$ cat src/hw/lec_pkg.sv
// Constants, field layout and carrier types for the lookup engine control register.
// Assumes a single 200 MHz switch core clock with a synchronous active-high reset.
package lec_pkg;

    localparam int          ADDR_W          = 12;
    localparam int          DATA_W          = 32;
    localparam int          IDX_W           = 10;
    localparam int          MAC_W           = 48;

    localparam logic [11:0] LFC_OFFSET      = 12'h310;

    localparam int          VLAN_EN_BIT     = 7;
    localparam int          DROP_VID_BIT    = 6;
    localparam int          AGE_LSB         = 3;
    localparam int          AGE_MSB         = 5;
    localparam int          RMC_EN_BIT      = 2;
    localparam int          HASH_LSB        = 0;
    localparam int          HASH_MSB        = 1;

    localparam logic [7:0]  LFC_RESET       = 8'h61;
    localparam logic [9:0]  CRC_POLY        = 10'h233;

    typedef enum logic [1:0] {
        LEC_HASH_DIRECT = 2'b00,
        LEC_HASH_CRC    = 2'b01,
        LEC_HASH_XOR    = 2'b10,
        LEC_HASH_DIR2   = 2'b11
    } lec_hash_t;

    typedef enum logic [1:0] {
        LEC_VID_PASS    = 2'b00,
        LEC_VID_DROP    = 2'b01,
        LEC_VID_HOST    = 2'b10,
        LEC_VID_UNKNOWN = 2'b11
    } lec_vid_action_t;

    typedef struct packed {
        logic              read;
        logic              write;
        logic [11:0]       address;
        logic [3:0]        byteenable;
        logic [31:0]       writedata;
    } lec_avm_req_t;

    typedef struct packed {
        logic              valid;
        logic [47:0]       dest_mac;
    } lec_hash_req_t;

    typedef struct packed {
        logic              valid;
        logic [9:0]        index;
    } lec_hash_rsp_t;

    typedef struct packed {
        logic              valid;
        logic              vid_invalid;
        logic              unknown_vid_fwd_en;
        logic              rmc_match;
    } lec_frame_req_t;

    typedef struct packed {
        logic              valid;
        lec_vid_action_t   vid_action;
        logic              rmc_hit;
    } lec_frame_rsp_t;

    typedef struct packed {
        logic              valid;
        logic [2:0]        age_count;
    } lec_age_rsp_t;

endpackage

$ cat src/hw/lec_lookup_config.sv
// Lookup engine control register: one 8-bit configuration word on Avalon-MM plus
// the small decision paths it steers (VLAN, invalid VID, aging, reserved multicast, hash).
// Assumes requests on the frame, entry and hash ports come from logic on sys_clk.
//
// Chosen here: the Avalon-MM slave port.
`timescale 1ns/1ps
module lec_lookup_config (
    input  wire logic                   sys_clk,
    input  wire logic                   rst,
    input  wire lec_pkg::lec_avm_req_t  avm_req,
    output logic [31:0]                 avm_readdata,
    output logic                        avm_readdatavalid,
    output logic                        avm_waitrequest,
    output logic                        vlan_mode_en,
    output logic                        rmc_lookup_en,
    output lec_pkg::lec_hash_t          lookup_index_hash_select,
    input  wire lec_pkg::lec_frame_req_t frame_req,
    output lec_pkg::lec_frame_rsp_t     frame_rsp,
    input  wire logic                   entry_update,
    output lec_pkg::lec_age_rsp_t       entry_age,
    input  wire lec_pkg::lec_hash_req_t hash_req,
    output lec_pkg::lec_hash_rsp_t      hash_rsp
);

    typedef struct packed {
        logic [7:0]               cfg;
        logic                     ack;
        logic [31:0]              rdata;
        logic                     rvalid;
        lec_pkg::lec_frame_rsp_t  frame;
        lec_pkg::lec_age_rsp_t    age;
        lec_pkg::lec_hash_rsp_t   hash;
    } lec_state_t;

    lec_state_t state_reg;
    lec_state_t state_next;

    logic                       hit;
    logic                       req;
    lec_pkg::lec_hash_t         hsel;
    logic [9:0]                 crc_idx;
    logic [9:0]                 xor_idx;

    // Serial CRC over the destination address, most significant bit first.
    function automatic logic [9:0] lec_crc10(input logic [47:0] mac);
        logic [9:0] crc;
        logic       fb;
        crc = 10'h3ff;
        for (int i = 47; i >= 0; i--) begin
            fb  = crc[9] ^ mac[i];
            crc = {crc[8:0], 1'b0};
            if (fb) begin
                crc = crc ^ lec_pkg::CRC_POLY;
            end
        end
        return crc;
    endfunction

    // Folds the address into ten bits; the top eight bits fill a partial chunk.
    function automatic logic [9:0] lec_xor10(input logic [47:0] mac);
        logic [9:0] acc;
        acc = mac[9:0] ^ mac[19:10] ^ mac[29:20] ^ mac[39:30];
        acc = acc ^ {2'b00, mac[47:40]};
        return acc;
    endfunction

    assign req      = avm_req.read | avm_req.write;
    assign hit      = avm_req.address[11:2] == lec_pkg::LFC_OFFSET[11:2];
    assign hsel     = lec_pkg::lec_hash_t'(state_reg.cfg[lec_pkg::HASH_MSB:lec_pkg::HASH_LSB]);
    assign crc_idx  = lec_crc10(hash_req.dest_mac);
    assign xor_idx  = lec_xor10(hash_req.dest_mac);

    always_comb begin
        state_next           = state_reg;
        state_next.ack       = 1'b0;
        state_next.rvalid    = 1'b0;
        state_next.frame     = '0;
        state_next.age       = '0;
        state_next.hash      = '0;

        // Each access waits exactly one cycle, then completes on the acknowledge.
        // A write lands only at the edge that completes the access, when waitrequest is low.
        if (avm_req.write && state_reg.ack && hit && avm_req.byteenable[0]) begin
            state_next.cfg = avm_req.writedata[7:0];
        end

        if (req && !state_reg.ack) begin
            state_next.ack = 1'b1;
            if (avm_req.read) begin
                state_next.rvalid = 1'b1;
                // Unmapped words and the upper 24 bits read as zero.
                state_next.rdata  = hit ? {24'h000000, state_reg.cfg} : 32'h00000000;
            end
        end

        if (frame_req.valid) begin
            state_next.frame.valid = 1'b1;
            if (!state_reg.cfg[lec_pkg::VLAN_EN_BIT] || !frame_req.vid_invalid) begin
                state_next.frame.vid_action = lec_pkg::LEC_VID_PASS;
            end else if (frame_req.unknown_vid_fwd_en) begin
                state_next.frame.vid_action = lec_pkg::LEC_VID_UNKNOWN;
            end else if (state_reg.cfg[lec_pkg::DROP_VID_BIT]) begin
                state_next.frame.vid_action = lec_pkg::LEC_VID_DROP;
            end else begin
                state_next.frame.vid_action = lec_pkg::LEC_VID_HOST;
            end
            state_next.frame.rmc_hit = frame_req.rmc_match & state_reg.cfg[lec_pkg::RMC_EN_BIT];
        end

        if (entry_update) begin
            state_next.age.valid     = 1'b1;
            state_next.age.age_count = state_reg.cfg[lec_pkg::AGE_MSB:lec_pkg::AGE_LSB];
        end

        if (hash_req.valid) begin
            state_next.hash.valid = 1'b1;
            unique case (hsel)
                lec_pkg::LEC_HASH_CRC:    state_next.hash.index = crc_idx;
                lec_pkg::LEC_HASH_XOR:    state_next.hash.index = xor_idx;
                lec_pkg::LEC_HASH_DIRECT,
                lec_pkg::LEC_HASH_DIR2:   state_next.hash.index = hash_req.dest_mac[9:0];
            endcase
        end
    end

    always_ff @(posedge sys_clk) begin
        if (rst) begin
            state_reg       <= '0;
            state_reg.cfg   <= lec_pkg::LFC_RESET;
        end else begin
            state_reg       <= state_next;
        end
    end

    assign avm_waitrequest          = req & ~state_reg.ack;
    assign avm_readdata             = state_reg.rdata;
    assign avm_readdatavalid        = state_reg.rvalid;
    // VLAN mode is only meaningful once software has loaded the VLAN table.
    assign vlan_mode_en             = state_reg.cfg[lec_pkg::VLAN_EN_BIT];
    assign rmc_lookup_en            = state_reg.cfg[lec_pkg::RMC_EN_BIT];
    assign lookup_index_hash_select = hsel;
    assign frame_rsp                = state_reg.frame;
    assign entry_age                = state_reg.age;
    assign hash_rsp                 = state_reg.hash;

endmodule

$ cat config.mk
export PLATFORM = sky130hd
export DESIGN_NAME = lec_lookup_config
export DESIGN_NICKNAME = d
export VERILOG_FILES = /design/src/hw/lec_pkg.sv /design/src/hw/lec_lookup_config.sv
export SDC_FILE = /design/constraint.sdc
export NUM_CORES = 1
export LEC_CHECK = 0
export BUFFER_PORTS_ARGS = -buffer_cell sky130_fd_sc_hd__buf_2
export CORE_MARGIN = 2
export CORE_UTILIZATION = 47
export DETAILED_ROUTE_END_ITERATION = 10
export PLACE_DENSITY = 0.78
export SLEW_MARGIN = 10
export SYNTH_ARGS = -nofsm -noshare
export SYNTH_HDL_FRONTEND = slang
export SYNTH_SLANG_ARGS = --single-unit
$ cat constraint.sdc
create_clock -name sys_clk -period 3.6 [get_ports sys_clk]
set_clock_uncertainty 0.2 [all_clocks]
set_input_delay 0.36 -clock sys_clk [delete_from_list [all_inputs] [get_ports sys_clk]]
set_output_delay 0.36 -clock sys_clk [all_outputs]
set_load 0.02 [all_outputs]
==> impl_metrics.tcl <==
set metrics [dict create \
    dp.final_hpwl_um 6020 \
    critical_path.max_fanout 3 \
    cts.repair.resized 0 \
    placementRows 30 \
    nets 516 \
    synthCells 332 \
    place.gp.congestion 0.885 \
    ys_ff_latch 37 \
    period_needed_ns 2.92 \
    async_flop_share_pct 0 \
    area_growth_syn_to_layout_pct 12.1 \
    dr.pass1.iters 4 \
    tightest_slew_ns 0.679 \
    regArea_um2 741 \
    slew_headroom_pct 54.7 \
    cap_violations 0 \
    grt_overflow 0 \
    synth_top_area_share_pct 22.2 \
    r2r-start "lookup_index_hash_select[0]$_SDFFE_PP1P_" \
    crit_arrival_ns 2.88 \
    die_w_um 88.3 \
    peakVddDrop_mv 0.364 \
    netlist_area_um2 3340 \
    insertion_delay_ns 0.29 \
    pwr_density_cell_nw_per_um2 654 \
    status "finished clean" \
    fmaxAchievable_mhz 343 \
    synth_edf_count 0 \
    p_leak_nw 1.87 \
    grt_max_degree 22 \
    hold_buffers 0 \
    final_cell_mix "109 x buf_2, 69 x xnor2_1, 37 x dfxtp_1" \
    layout_commonest_cell "buf_2" \
    drt-initial-drc-count 99 \
    core_um2 6830 \
    rsz0062_at_grt "no" \
    end_kind "register" \
    required_ns 3.56 \
    grt_pass1_wl_um 10800 \
    fin_setup_tns_ns 0 \
    slew_violations 0 \
    routedWlPerCell_um 14.1 \
    syn_avg_cell_area_um2 10.1 \
    remaining_drc_errors 0 \
    synth_ff_type "dfxtp_1" \
    hp-class "input port to register" \
    cts_buffers 5 \
    fin_util_pct 54.9 \
    grtUsageTotal_pct 18.0 \
    nFillCells 646 \
    pin_count 163 \
    grt_pass1_vias 2312 \
    ys_types 40 \
    cts-root-buf "clkbuf_8" \
    cts_buffer_depth 2 \
    wl_um 7140 \
    synth.area.top_cells "dfxtp_1 22%, xnor2_1 18%, xnor3_1 13%" \
    initial_core_util_pct 48.9 \
    multi_input_area_um2 2210 \
    crit_type "input port to register" \
    dr_total_vias 2376 \
    cts_tree "yes" \
    start_kind "input port" \
    setup_viol 0 \
    via_per_inst 4.70 \
    cts_setup_buffers 0 \
    clkTransAtPathRegs_ns 0.07 \
    antenna_found_initial 0 \
    period_share_pct 81.0 \
    power.total_mw 2.45 \
    cts_sinks 37 \
    largest_reg_flops 11 \
    die_h_um 88.3 \
    htree_levels 2 \
    die_area_um2 7800 \
    hold_violations 0 \
    io_buffer_count 109 \
    crit_start "hash_req[47]" \
    yosys_warnings 0 \
    drive_gt1_share_pct 32.3 \
    synth.largest_area_cell "dfxtp_1" \
    hold_start "frame_req[0]" \
    ys_seq_area_share_pct 22.2 \
    reg2reg_setup_slack_ns 1.71 \
    ant_nets 0 \
    antenna_cells 0 \
]
==> per-layer routing <==
layer | global-route usage, % | vias up | wire length [µm]
li1 | - | 1165 | -
met1 | 21.7 | 1093 | 3010
met2 | 32.0 | 101 | 3470
met3 | 3.36 | 17 | 484
met4 | 6.34 | 0 | 182
met5 | 0 | - | 0
==> synthesized netlist by cell type (all sizes together) (6+ instances only) <==
cell	number
clkbuf	9
dfxtp	37
a21oi	16
nand2	11
xor2	19
buf	55
xnor3	23
xnor2	74
nor2	19
nand3	10
inv	10
mux2i	6
==> layout make-up <==
type                       count  area share [%]
clock buffer                   5            1.84
clock inverter                 3           0.467
inverter                      10            1.00
multi-input combinational    244            59.0
sequential                    37            19.8
tap                           96            3.20
timing repair buffer         110            14.8
==> path summary, 6_finish.rpt <==
check | endpoint | cells past startpoint
hold reg to reg | avm_readdata[0]$_SDFFE_PP0P_ | 2
hold / removal | frame_rsp[0]$_SDFF_PP0_ | 2
setup / recovery | hash_rsp[7]$_SDFF_PP0_ | 8
setup reg to reg | hash_rsp[5]$_SDFF_PP0_ | 4
==> metrics by stage <==
step	setup WS, ns	area, µm²	hold slack [ns]	cells
after CTS	0.692	3750	0.102	505
after detailed placement	0.425	3660	0.246	497
after global routing	0.587	3750	0.118	505
final	0.682	3750	0.111	505
after floorplan	0.732	3430	0.232	355
after global placement	0.414	3660	0.239	497
==> power breakdown <==
group | internal [mW] | total (mW) | switching [mW]
Combinational | 0.981 | 1.72 | 0.739
Sequential | 0.450 | 0.457 | 0.00700
Clock | 0.133 | 0.276 | 0.142
==> worst max-delay path: stages <==
cell	delay, ns
buf_2	0.11
xnor3_1	0.45
xor3_1	0.44
xor3_1	0.44
xnor3_1	0.43
xnor3_1	0.40
mux2i_1	0.17
nor2_1	0.06
==> cell families (layout without fill, tap and decap cells) <==
kind of cell	after synthesis	in the layout	synth area share, %
other cells	1	24	0.112
fa+ha+maj	2	2	0.748
xor+xnor	121	121	45.8
mux	6	6	1.80
flops	37	37	22.2
simple gates	54	54	7.75
buf+inv	74	128	14.3
compound gates	37	37	7.34
Note: power is estimated with default switching activity, not from simulation.
